**src/logic/bld_map.svh**
```systemverilog
// constants for the byte load group executor: opcodes, field positions, t-state counts
`ifndef BLD_MAP_SVH
`define BLD_MAP_SVH
`define BLD_PFX_FIRST      8'hDD
`define BLD_PFX_SECOND     8'hFD
`define BLD_OP_IMM_STORE   8'h36
`define BLD_OP_HALT        8'h76
`define BLD_GRP_MOVE       2'b01
`define BLD_GRP_LOW        2'b00
`define BLD_LOW_IMM        3'b110
`define BLD_MEM_FIELD      3'b110
`define BLD_DST_HI         5
`define BLD_DST_LO         3
`define BLD_SRC_HI         2
`define BLD_SRC_LO         0
`define BLD_REG_B          3'b000
`define BLD_REG_C          3'b001
`define BLD_REG_D          3'b010
`define BLD_REG_E          3'b011
`define BLD_REG_H          3'b100
`define BLD_REG_L          3'b101
`define BLD_REG_A          3'b111
`define BLD_T_FETCH        3'd4
`define BLD_T_MEM          3'd3
`define BLD_T_ADD          3'd5
`define BLD_RST_WORD       16'h0000
`define BLD_RST_BYTE       8'h00
`endif

```
**src/logic/bld_pkg.sv**
```systemverilog
// types for the byte load group executor
package bld_pkg;
  typedef enum logic [5:0] {
    BLD_FETCH = 6'b00_0001,
    BLD_PFX2  = 6'b00_0010,
    BLD_OPND  = 6'b00_0100,
    BLD_ADDR  = 6'b00_1000,
    BLD_MEM   = 6'b01_0000,
    BLD_IDLE  = 6'b10_0000
  } bld_state_t;
  typedef enum logic [1:0] {
    BLD_PTR_PAIR   = 2'b00,
    BLD_PTR_FIRST  = 2'b01,
    BLD_PTR_SECOND = 2'b10
  } bld_ptr_t;
endpackage

```
**src/logic/bld_tcount.sv**
```systemverilog
// t-state counter that marks the last clock of each machine cycle
`timescale 1ns/1ns
`default_nettype none
module bld_tcount #(
  parameter int W = 3
) (
  input  wire logic         core_clk_in,
  input  wire logic         reset_in,
  input  wire logic [W-1:0] len_in,
  output logic              last_out
);
  logic [W-1:0] cnt_ff;
  logic [W-1:0] nxt_cnt;

  assign last_out = (cnt_ff == len_in - W'(1));

  always_comb begin
    nxt_cnt = last_out ? '0 : cnt_ff + W'(1);
  end

  always_ff @(posedge core_clk_in) begin
    if (reset_in) begin
      cnt_ff <= '0;
    end else begin
      cnt_ff <= nxt_cnt;
    end
  end
endmodule
`default_nettype wire

```
**src/logic/bld_exec.sv**
```systemverilog
// byte load group executor: decode, machine-cycle sequencing and register file
`timescale 1ns/1ns
`default_nettype none
`include "bld_map.svh"

module bld_exec #(
  parameter logic [15:0] RESET_PC = `BLD_RST_WORD
) (
  input  wire logic        core_clk_in,
  input  wire logic        reset_in,
  input  wire logic [7:0]  mem_rdata_in,
  input  wire logic [15:0] ix_in,
  input  wire logic [15:0] iy_in,
  input  wire logic [7:0]  flags_in,
  output logic [15:0]      mem_addr_out,
  output logic [7:0]       mem_wdata_out,
  output logic             mem_rd_out,
  output logic             mem_wr_out,
  output logic             m1_out,
  output logic [7:0]       flags_out,
  output logic [7:0]       reg_a_out,
  output logic [7:0]       reg_h_out,
  output logic [7:0]       reg_l_out,
  output logic             illegal_out
);
  import bld_pkg::*;

  bld_state_t   st_ff,   nxt_st;
  bld_ptr_t     ptr_ff,  nxt_ptr;
  logic [15:0]  pc_ff,   nxt_pc;
  logic [7:0]   op_ff,   nxt_op;
  logic [7:0]   disp_ff, nxt_disp;
  logic [15:0]  ea_ff,   nxt_ea;
  logic         wr_ff,   nxt_wr;
  logic         imm_ff,  nxt_imm;
  logic [7:0]   data_ff, nxt_data;
  logic [2:0]   opnd_ff, nxt_opnd;
  logic [7:0]   regs_ff [8];
  logic [7:0]   flags_ff;
  logic         rf_we;
  logic [2:0]   rf_sel;
  logic [7:0]   rf_data;
  logic [15:0]  addr_ff, nxt_addr;
  logic [7:0]   wd_ff,   nxt_wd;
  logic         rd_ff,   nxt_rd;
  logic         wrs_ff,  nxt_wrs;
  logic         m1_ff,   nxt_m1;
  logic         ill_ff,  nxt_ill;
  logic [2:0]   mlen;
  logic         mlast;
  logic [15:0]  pair;
  logic [15:0]  idx;
  logic [1:0]   grp;
  logic [2:0]   dst;
  logic [2:0]   src;

  // each state is one machine cycle; its length picks the t-state count
  always_comb begin
    unique case (st_ff)
      BLD_FETCH, BLD_PFX2: mlen = `BLD_T_FETCH;
      BLD_ADDR:            mlen = `BLD_T_ADD;
      BLD_IDLE:            mlen = 3'd1;
      default:             mlen = `BLD_T_MEM;
    endcase
  end

  bld_tcount #(
    .W (3)
  ) u_tcount (
    .core_clk_in (core_clk_in),
    .reset_in    (reset_in),
    .len_in      (mlen),
    .last_out    (mlast)
  );

  assign pair = {regs_ff[`BLD_REG_H], regs_ff[`BLD_REG_L]};
  assign idx  = (ptr_ff == BLD_PTR_FIRST) ? ix_in : iy_in;
  assign grp  = op_ff[7:6];
  assign dst  = op_ff[`BLD_DST_HI:`BLD_DST_LO];
  assign src  = op_ff[`BLD_SRC_HI:`BLD_SRC_LO];

  always_comb begin
    nxt_st   = st_ff;
    nxt_ptr  = ptr_ff;
    nxt_pc   = pc_ff;
    nxt_op   = op_ff;
    nxt_disp = disp_ff;
    nxt_ea   = ea_ff;
    nxt_wr   = wr_ff;
    nxt_imm  = imm_ff;
    nxt_data = data_ff;
    nxt_opnd = opnd_ff;
    nxt_ill  = 1'b0;
    rf_we    = 1'b0;
    rf_sel   = dst;
    rf_data  = data_ff;
    if (mlast) begin
      unique case (st_ff)
        BLD_IDLE: begin
          nxt_st = BLD_FETCH;
        end
        BLD_FETCH, BLD_PFX2: begin
          // opcode byte arrives at the end of the m1 cycle
          nxt_pc = pc_ff + 16'd1;
          if (st_ff == BLD_FETCH && mem_rdata_in == `BLD_PFX_FIRST) begin
            nxt_ptr = BLD_PTR_FIRST;
            nxt_st  = BLD_PFX2;
          end else if (st_ff == BLD_FETCH && mem_rdata_in == `BLD_PFX_SECOND) begin
            nxt_ptr = BLD_PTR_SECOND;
            nxt_st  = BLD_PFX2;
          end else begin
            nxt_op  = mem_rdata_in;
            nxt_st  = BLD_FETCH;
            if (st_ff == BLD_FETCH) begin
              nxt_ptr = BLD_PTR_PAIR;
            end
            nxt_wr   = 1'b0;
            nxt_imm  = 1'b0;
            nxt_opnd = 3'd0;
            if (mem_rdata_in[7:6] == `BLD_GRP_MOVE && mem_rdata_in != `BLD_OP_HALT) begin
              if (mem_rdata_in[2:0] == `BLD_MEM_FIELD) begin
                // read from memory into register
                nxt_opnd = (st_ff == BLD_PFX2) ? 3'd1 : 3'd0;
                nxt_st   = (st_ff == BLD_PFX2) ? BLD_OPND : BLD_MEM;
                nxt_ea   = pair;
              end else if (mem_rdata_in[5:3] == `BLD_MEM_FIELD) begin
                nxt_wr   = 1'b1;
                nxt_opnd = (st_ff == BLD_PFX2) ? 3'd1 : 3'd0;
                nxt_st   = (st_ff == BLD_PFX2) ? BLD_OPND : BLD_MEM;
                nxt_ea   = pair;
              end else if (st_ff == BLD_FETCH) begin
                // register move finishes in the fetch cycle
                rf_we   = 1'b1;
                rf_sel  = mem_rdata_in[`BLD_DST_HI:`BLD_DST_LO];
                rf_data = regs_ff[mem_rdata_in[`BLD_SRC_HI:`BLD_SRC_LO]];
              end else begin
                nxt_ill = 1'b1;
              end
            end else if (mem_rdata_in[7:6] == `BLD_GRP_LOW && mem_rdata_in[2:0] == `BLD_LOW_IMM) begin
              nxt_imm = 1'b1;
              nxt_st  = BLD_OPND;
              if (mem_rdata_in == `BLD_OP_IMM_STORE) begin
                nxt_wr   = 1'b1;
                nxt_ea   = pair;
                nxt_opnd = 3'd1;
              end else if (st_ff == BLD_FETCH) begin
                nxt_opnd = 3'd1;
              end else begin
                nxt_ill = 1'b1;
                nxt_st  = BLD_FETCH;
              end
            end else begin
              // outside this group: skipped as a one-cycle no-op
              nxt_ill = 1'b1;
            end
          end
        end
        BLD_OPND: begin
          nxt_pc   = pc_ff + 16'd1;
          nxt_opnd = opnd_ff - 3'd1;
          if (ptr_ff != BLD_PTR_PAIR && opnd_ff != 3'd0) begin
            // displacement byte; an indexed immediate store reads its data during the add
            nxt_disp = mem_rdata_in;
            nxt_st   = BLD_ADDR;
          end else if (wr_ff) begin
            nxt_data = mem_rdata_in;
            nxt_st   = (ptr_ff == BLD_PTR_PAIR) ? BLD_MEM : BLD_ADDR;
          end else begin
            // immediate register load
            rf_we   = 1'b1;
            rf_data = mem_rdata_in;
            nxt_st  = BLD_FETCH;
          end
        end
        BLD_ADDR: begin
          // five-clock address add with sign-extended displacement
          nxt_ea = idx + {{8{disp_ff[7]}}, disp_ff};
          if (imm_ff) begin
            // data byte is fetched while the sum settles, keeping the store at five cycles
            nxt_data = mem_rdata_in;
            nxt_pc   = pc_ff + 16'd1;
          end
          nxt_st = BLD_MEM;
        end
        BLD_MEM: begin
          if (!wr_ff) begin
            rf_we   = 1'b1;
            rf_data = mem_rdata_in;
          end
          nxt_st = BLD_FETCH;
        end
        default: nxt_st = BLD_FETCH;
      endcase
    end
  end

  // bus drive for the cycle about to start, registered so outputs come from flops
  always_comb begin
    nxt_addr = addr_ff;
    nxt_wd   = wd_ff;
    nxt_rd   = rd_ff;
    nxt_wrs  = 1'b0;
    nxt_m1   = m1_ff;
    if (mlast) begin
      nxt_m1 = (nxt_st == BLD_FETCH || nxt_st == BLD_PFX2);
      nxt_rd = (nxt_st != BLD_ADDR || nxt_imm) && !(nxt_st == BLD_MEM && nxt_wr);
      unique case (nxt_st)
        BLD_MEM: begin
          nxt_addr = nxt_ea;
          nxt_wd   = nxt_imm ? nxt_data : regs_ff[(st_ff == BLD_FETCH || st_ff == BLD_PFX2) ?
                                                  nxt_op[2:0] : src];
          nxt_wrs  = nxt_wr;
        end
        BLD_ADDR: nxt_addr = nxt_imm ? nxt_pc : addr_ff;
        default:  nxt_addr = nxt_pc;
      endcase
    end
  end

  always_ff @(posedge core_clk_in) begin
    if (reset_in) begin
      st_ff   <= BLD_IDLE;
      ptr_ff  <= BLD_PTR_PAIR;
      pc_ff   <= RESET_PC;
      op_ff   <= `BLD_RST_BYTE;
      disp_ff <= `BLD_RST_BYTE;
      ea_ff   <= `BLD_RST_WORD;
      wr_ff   <= 1'b0;
      imm_ff  <= 1'b0;
      data_ff <= `BLD_RST_BYTE;
      opnd_ff <= 3'd0;
      addr_ff <= RESET_PC;
      wd_ff   <= `BLD_RST_BYTE;
      rd_ff   <= 1'b0;
      wrs_ff  <= 1'b0;
      m1_ff   <= 1'b0;
      ill_ff  <= 1'b0;
    end else begin
      st_ff   <= nxt_st;
      ptr_ff  <= nxt_ptr;
      pc_ff   <= nxt_pc;
      op_ff   <= nxt_op;
      disp_ff <= nxt_disp;
      ea_ff   <= nxt_ea;
      wr_ff   <= nxt_wr;
      imm_ff  <= nxt_imm;
      data_ff <= nxt_data;
      opnd_ff <= nxt_opnd;
      addr_ff <= nxt_addr;
      wd_ff   <= nxt_wd;
      rd_ff   <= nxt_rd;
      wrs_ff  <= nxt_wrs ? 1'b1 : (mlast ? 1'b0 : wrs_ff);
      m1_ff   <= nxt_m1;
      ill_ff  <= nxt_ill;
    end
  end

  // register file; index 110 is the memory slot and is never written
  for (genvar g = 0; g < 8; g++) begin : g_rf
    always_ff @(posedge core_clk_in) begin
      if (reset_in) begin
        regs_ff[g] <= `BLD_RST_BYTE;
      end else if (rf_we && rf_sel == 3'(g) && 3'(g) != `BLD_MEM_FIELD) begin
        regs_ff[g] <= rf_data;
      end
    end
  end

  // flags are captured once after reset and then held untouched by this group
  always_ff @(posedge core_clk_in) begin
    if (reset_in) begin
      flags_ff <= `BLD_RST_BYTE;
    end else if (st_ff == BLD_IDLE) begin
      flags_ff <= flags_in;
    end
  end

  assign mem_addr_out  = addr_ff;
  assign mem_wdata_out = wd_ff;
  assign mem_rd_out    = rd_ff;
  assign mem_wr_out    = wrs_ff;
  assign m1_out        = m1_ff;
  assign flags_out     = flags_ff;
  assign reg_a_out     = regs_ff[`BLD_REG_A];
  assign reg_h_out     = regs_ff[`BLD_REG_H];
  assign reg_l_out     = regs_ff[`BLD_REG_L];
  assign illegal_out   = ill_ff;
endmodule
`default_nettype wire

```
**config.mk**
```make
export PLATFORM = sky130hd
export DESIGN_NAME = bld_exec
export DESIGN_NICKNAME = d
export VERILOG_FILES = /design/src/logic/bld_pkg.sv /design/src/logic/bld_tcount.sv /design/src/logic/bld_exec.sv
export VERILOG_INCLUDE_DIRS = /design/src /design/src/logic
export SDC_FILE = /design/constraint.sdc
export NUM_CORES = 1
export LEC_CHECK = 0
export BUFFER_PORTS_ARGS = -buffer_cell sky130_fd_sc_hd__buf_2
export CORE_MARGIN = 1.5
export CORE_UTILIZATION = 40
export CTS_CLUSTER_SIZE = 30
export DETAILED_ROUTE_END_ITERATION = 10
export GPL_ROUTABILITY_DRIVEN = 0
export PLACE_DENSITY = 0.61
export SLEW_MARGIN = 5
export SYNTH_ARGS = -nofsm -noshare
export SYNTH_HDL_FRONTEND = slang
export SYNTH_SLANG_ARGS = --single-unit
```
**constraint.sdc**
```tcl
create_clock -name core_clk_in -period 10.3 [get_ports core_clk_in]
set_input_delay 0.515 -clock core_clk_in [delete_from_list [all_inputs] [get_ports core_clk_in]]
set_output_delay 0.515 -clock core_clk_in [all_outputs]
set_load 0.02 [all_outputs]
```
### Yosys cells after proc, flatten, opt, wreduce, memory -nomap -nowiden

Memory sizes are Yosys's and may differ from the RTL's.
Index checks and enable logic that the tools add are counted.

* register bits after elaboration: 106
* bits in writable memories: 64
* input port bits: 50
* output and inout port bits: 60
* logic and storage cells: 238
* memories: 1

Memory list
* regs_ff: words 8, width 8, read ports 5, clocked after memory_dff 0, write ports 8, RTL line bld_exec.sv:38 `logic [7:0] regs_ff [8];`

* $add $sub $neg: 5
* eq/ne operators: 29
* muxes and demuxes: 137
* bitwise logic cells: 11
* reductions and logical operators: 36

Operators by type and width (number)
* two-way mux 16 bit: 12
* two-way mux 8 bit: 21
* one-hot mux 16 bit (2 select lines): 3
* two-way mux 1 bit: 63
* two-way mux 3 bit: 19
* two-way mux 5 bit: 6
* two-way mux 6 bit: 4
* one-hot mux 8 bit (3 select lines): 1
* one-hot mux 6 bit (3 select lines): 1
* adder 16 x 1 -> 16 bit, second input constant: 1
* adder 16 bit: 1
* == test 8 bit, second input constant: 2
* one-hot mux 8 bit (2 select lines): 1
* == test 3 bit, second input constant: 5
* logical AND 1 bit: 14
* == test 6 x 1 -> 1 bit, second input constant: 2
* == test 6 x 2 -> 1 bit, second input constant: 2
* == test 6 x 4 -> 1 bit, second input constant: 2
* == test 6 x 5 -> 1 bit, second input constant: 2
* one-hot mux 3 bit (3 select lines): 1
* == test 8 x 6 -> 1 bit, second input constant: 1
* != test 8 x 7 -> 1 bit, second input constant: 1
* AND reduction 4 bit: 2
* bitwise OR 1 bit: 7
* 25 further kinds: 44

### Depth between registers and ports, before layout

* depth after elaboration: 15
* depth in mapped cells: 15
* gate-level depth less buffers: 13

### Hierarchy

A second synthesis with hierarchy kept.

* cells, all modules: 941
* area, all modules: 9081.2 µm²

By module, submodules not included
* bld_exec: instances 1, cells each 921, area each 8872.3 µm², seq. area each 3743.6 µm²
* bld_tcount: instances 1, cells each 20, area each 209.0 µm², seq. area each 60.1 µm²

### Worst setup path before layout

Ideal clock, no wire load.

* path kind: register -> register
* start: reg ptr_ff[1]
* end: reg addr_ff[14] (netlist: mem_addr_out[14])
* setup time: 122 ps
* arrival: 3294 ps
* data required time: 10178 ps
* path slack: 6884 ps
* stages on the path, launching flop included: 16
* path buffers: 2
* period minus slack after synthesis: 3416 ps
* cells stage by stage: dfxtp_1 > nand2b_1 > clkbuf_1 > clkbuf_1 > mux2_2 > ha_1 > inv_1 > fa_1 > nand2b_1 > a21oi_1 > a21o_1 > nor4_1 > o31ai_1 > xnor2_1 > o22ai_1 > a221o_1

* cells in the longest elaborated chain, start to end: 9
* elaborated cells on any way between the ends: 18
* classes of those cells: add/sub (1); eq/ne (4); mux (9); reduce/logical (4)

RTL lines
* start: declaration: RTL line bld_exec.sv:29 `bld_ptr_t ptr_ff, nxt_ptr;`
* start signal: assignment: RTL line bld_exec.sv:240 `ptr_ff <= nxt_ptr;`
* branches (longest 9 deep; another with adder 16 bit)
* end signal: assignment: RTL line bld_exec.sv:249 `addr_ff <= nxt_addr;`
* end: declaration: RTL line bld_exec.sv:43 `logic [15:0] addr_ff, nxt_addr;`

Several ways; the timed one is not identified.
A chain may end at the register's enable or synchronous reset.

==> impl_metrics.yaml <==
cells_and_area:
  syn2layout_area_growth_pct: 13.6
  nNetsFinal: 1164
  drive_gt1_frac: 0.203
  stdcell_area_um2: 10400
  layout.cells.non_filler: 1392
  antenna_cells: 0
  final_util: 0.463
routing:
  viasPerCell: 5.87
  drt_drc_violations_left: 0
  vias: 8169
  finalWirelength_um: 28400
  ant_nets: 0
  wl_per_cell_um: 20.4
  first_pass_iters: 8
  drt-initial-drc-count: 869
timing:
  tns_ns: 0
  fin_worst_skew_ns: 0.00716
  tightest_slew_ns: 1.29
  fin_crit_ns: 4.87
  fmax_mhz: 206
  period_share: 0.472
  timing.hold.ws_ns: 0.320
  setup_ws_ns: 5.43
  max_slew_margin: 0.113
  finalHoldViolations: 0
  setup_violations: 0
  drv_slew: 0
  rsz0062_at_grt: "no"
yosys:
  yosys_most_used_dff: "dfxtp_1"
  async_flop_share: 0
  syn_avg_cell_area_um2: 9.04
  yosysTopAreaCell: "dfxtp_1"
  synth-seq-cells: 162
  yosysUniqueCellTypes: 83
  synth_cells: 1017
  ys_seq_area_frac: 0.414
  synth_top_area_share: 0.231
  synth-edff-count: 56
  ys_warn_count: 0
  ys_top_cells_by_count: "nor2_1, nand2_1, dfxtp_1, a21oi_1, edfxtp_1"
  synth_area_leaders: "dfxtp_1, edfxtp_1, nor2_1"
  synth_most_common_cell: "nor2_1"
  syn_nets: 1087
  syn_area_um2: 9190
power:
  swShare: 0.352
  p_clk_frac: 0.328
  p_leak_nw: 4.06
  p_comb_frac: 0.263
  totalPowerFinal_mw: 1.83
  power_density_nw_per_um2: 175
  intPower_mw: 1.18
  seq_power_share: 0.409
  ir_worst_vdd_mv: 0.120
  switchingPower_mw: 0.644
clock_tree:
  clock_path_buffers: 2
  cts-resized-gates: 0
  cts_tree: "built"
  h-tree-depth: 4
  clockRootBuffer: "clkbuf_16"
  clock_latency_ns: 0.43
  clkTransAtPathRegs_ns: 0.07
  cts_buffers: 17
  cts_setup_buffers: 0
  cts_hold_buffers: 0
  cts_sinks: 162
status:
  status: "finished clean"
flow_run:
  cap_violations: 0
critical_path:
  slowest_stage: "o21ai_0"
  end_kind: "flop"
  path_buf_inv: 0
  r2r_cells: 8
  cp_max_fo: 16
  reg2reg_slack_ns: 5.43
  cp.arrival_ns: 4.91
  path_cells: "or4b_1 -> nor2_1 -> or4_1 -> a21oi_1 -> and3_1 -> a21boi_4 -> nand2_1 -> o21ai_0"
  crit_family: "compound AO/OA/AOI/OAI gates"
  crit_required_ns: 10.35
  rr_endpoint: "regs_ff[1][4]"
  startpoint_type: "flop"
  worstSetupPathType: "reg2reg"
  r2r_start: "st_ff[2]"
  max_stage_delay_ns: 0.92
floorplan:
  io_pins: 110
  rows: 55
  die-height_um: 155
  die_w_um: 155
  floorplan.initialDensity: 0.407
  core_area_um2: 22600
  design.die.area_um2: 23900
global_routing:
  grt_use_total: 0.239
  antenna_found_initial: 0
  grt_overflow: 0
  grt_max_degree: 49
  grt_pass1_wl_um: 43400
  grt_pass1_vias: 7632
placed_design:
  postPlaceCellArea_um2: 9900
  io_buffers: 109
  placed_cells_incl_taps: 1360
  post-dp-hpwl_um: 20200
  place_ws_ns: 5.58
hold_path:
  min_delay_path_depth: 3
  hp-start: "flags_in[6]"
  hp-class: "in2reg"
  min_to: "flags_out[6]"
-- cell families after synthesis --
logic type / synth area share
fa+ha+maj: 0.0280
xor+xnor: 0.0229
flops: 0.414
compound gates: 0.178
simple gates: 0.226
mux: 0.0958
buf+inv: 0.0362
-- final cells by class --
type	instances	area (µm²)
clock buffer	20	447
clock inverter	12	97.6
fill	2232	12100
inverter	14	52.6
multi-input combinational	780	5070
sequential	162	3800
tap	285	357
timing repair buffer	119	621
-- worst max path at each step --
stage / from / endpoint / cells after the start
after floorplan: ptr_ff[1] / mem_addr_out[14] / 15
after global placement: st_ff[2] / regs_ff[1][0] / 8
after global routing: st_ff[2] / regs_ff[5][2] / 8
after CTS: st_ff[2] / regs_ff[1][0] / 8
final: st_ff[2] / regs_ff[1][4] / 8
after detailed placement: st_ff[2] / regs_ff[1][3] / 8
-- per-layer routing --
metal / part of all wire / vias up / track usage
li1: - / 3859 / -
met4: 0.042 / 0 / 0.121
met1: 0.44 / 3886 / 0.323
met5: 0 / - / 0
met3: 0.072 / 66 / 0.0367
met2: 0.44 / 358 / 0.373
-- tightest hold or removal path, delay by kind of cell --
kind	cells	cell delay [ns]
buffers and inverters	1	0.07
multiplexers	1	0.05
AND/OR/NAND/NOR	1	0.07
-- power groups by stage --
stage / clock [mW] / sequential, mW / combinational, mW
floorplan: 0 / 0.788 / 0.308
global placement: 0 / 0.759 / 0.472
detailed placement: 0 / 0.760 / 0.476
CTS: 0.606 / 0.747 / 0.477
global route: 0.629 / 0.753 / 0.522
finish: 0.600 / 0.748 / 0.481
-- state kept, by name, summed over array words and instances (netlist names), 2 cells and up --
register,flops
flags_out,8
ptr_ff,2
ea_ff,16
mem_addr_out,16
mem_wdata_out,8
regs_ff,56
st_ff,6
pc_ff,16
data_ff,8
opnd_ff,3
op_ff,6
u_tcount.cnt_ff,3
disp_ff,8
-- cells in the final DEF, fill, tap and decap left out, types with 7 or more instances in the layout --
cell type,synthesis,routed
a21oi_1,72,72
a22oi_1,23,23
a31oi_1,16,15
a32oi_1,7,7
a41o_1,8,8
and2_1,8,8
buf_2,20,109
buf_4,5,10
clkbuf_16,0,17
dfxtp_1,106,106
edfxtp_1,56,56
ha_1,19,19
inv_1,13,13
mux2_2,27,27
mux2i_1,37,37
mux4_2,8,8
nand2_1,129,129
nand2b_1,10,10
nand3_1,34,34
nand3b_1,13,13
nor2_1,130,130
nor3_1,13,13
o21ai_0,55,54
or3_1,20,20
xnor2_1,17,17
xor2_1,7,7
Power figures use the tool's default switching activity.
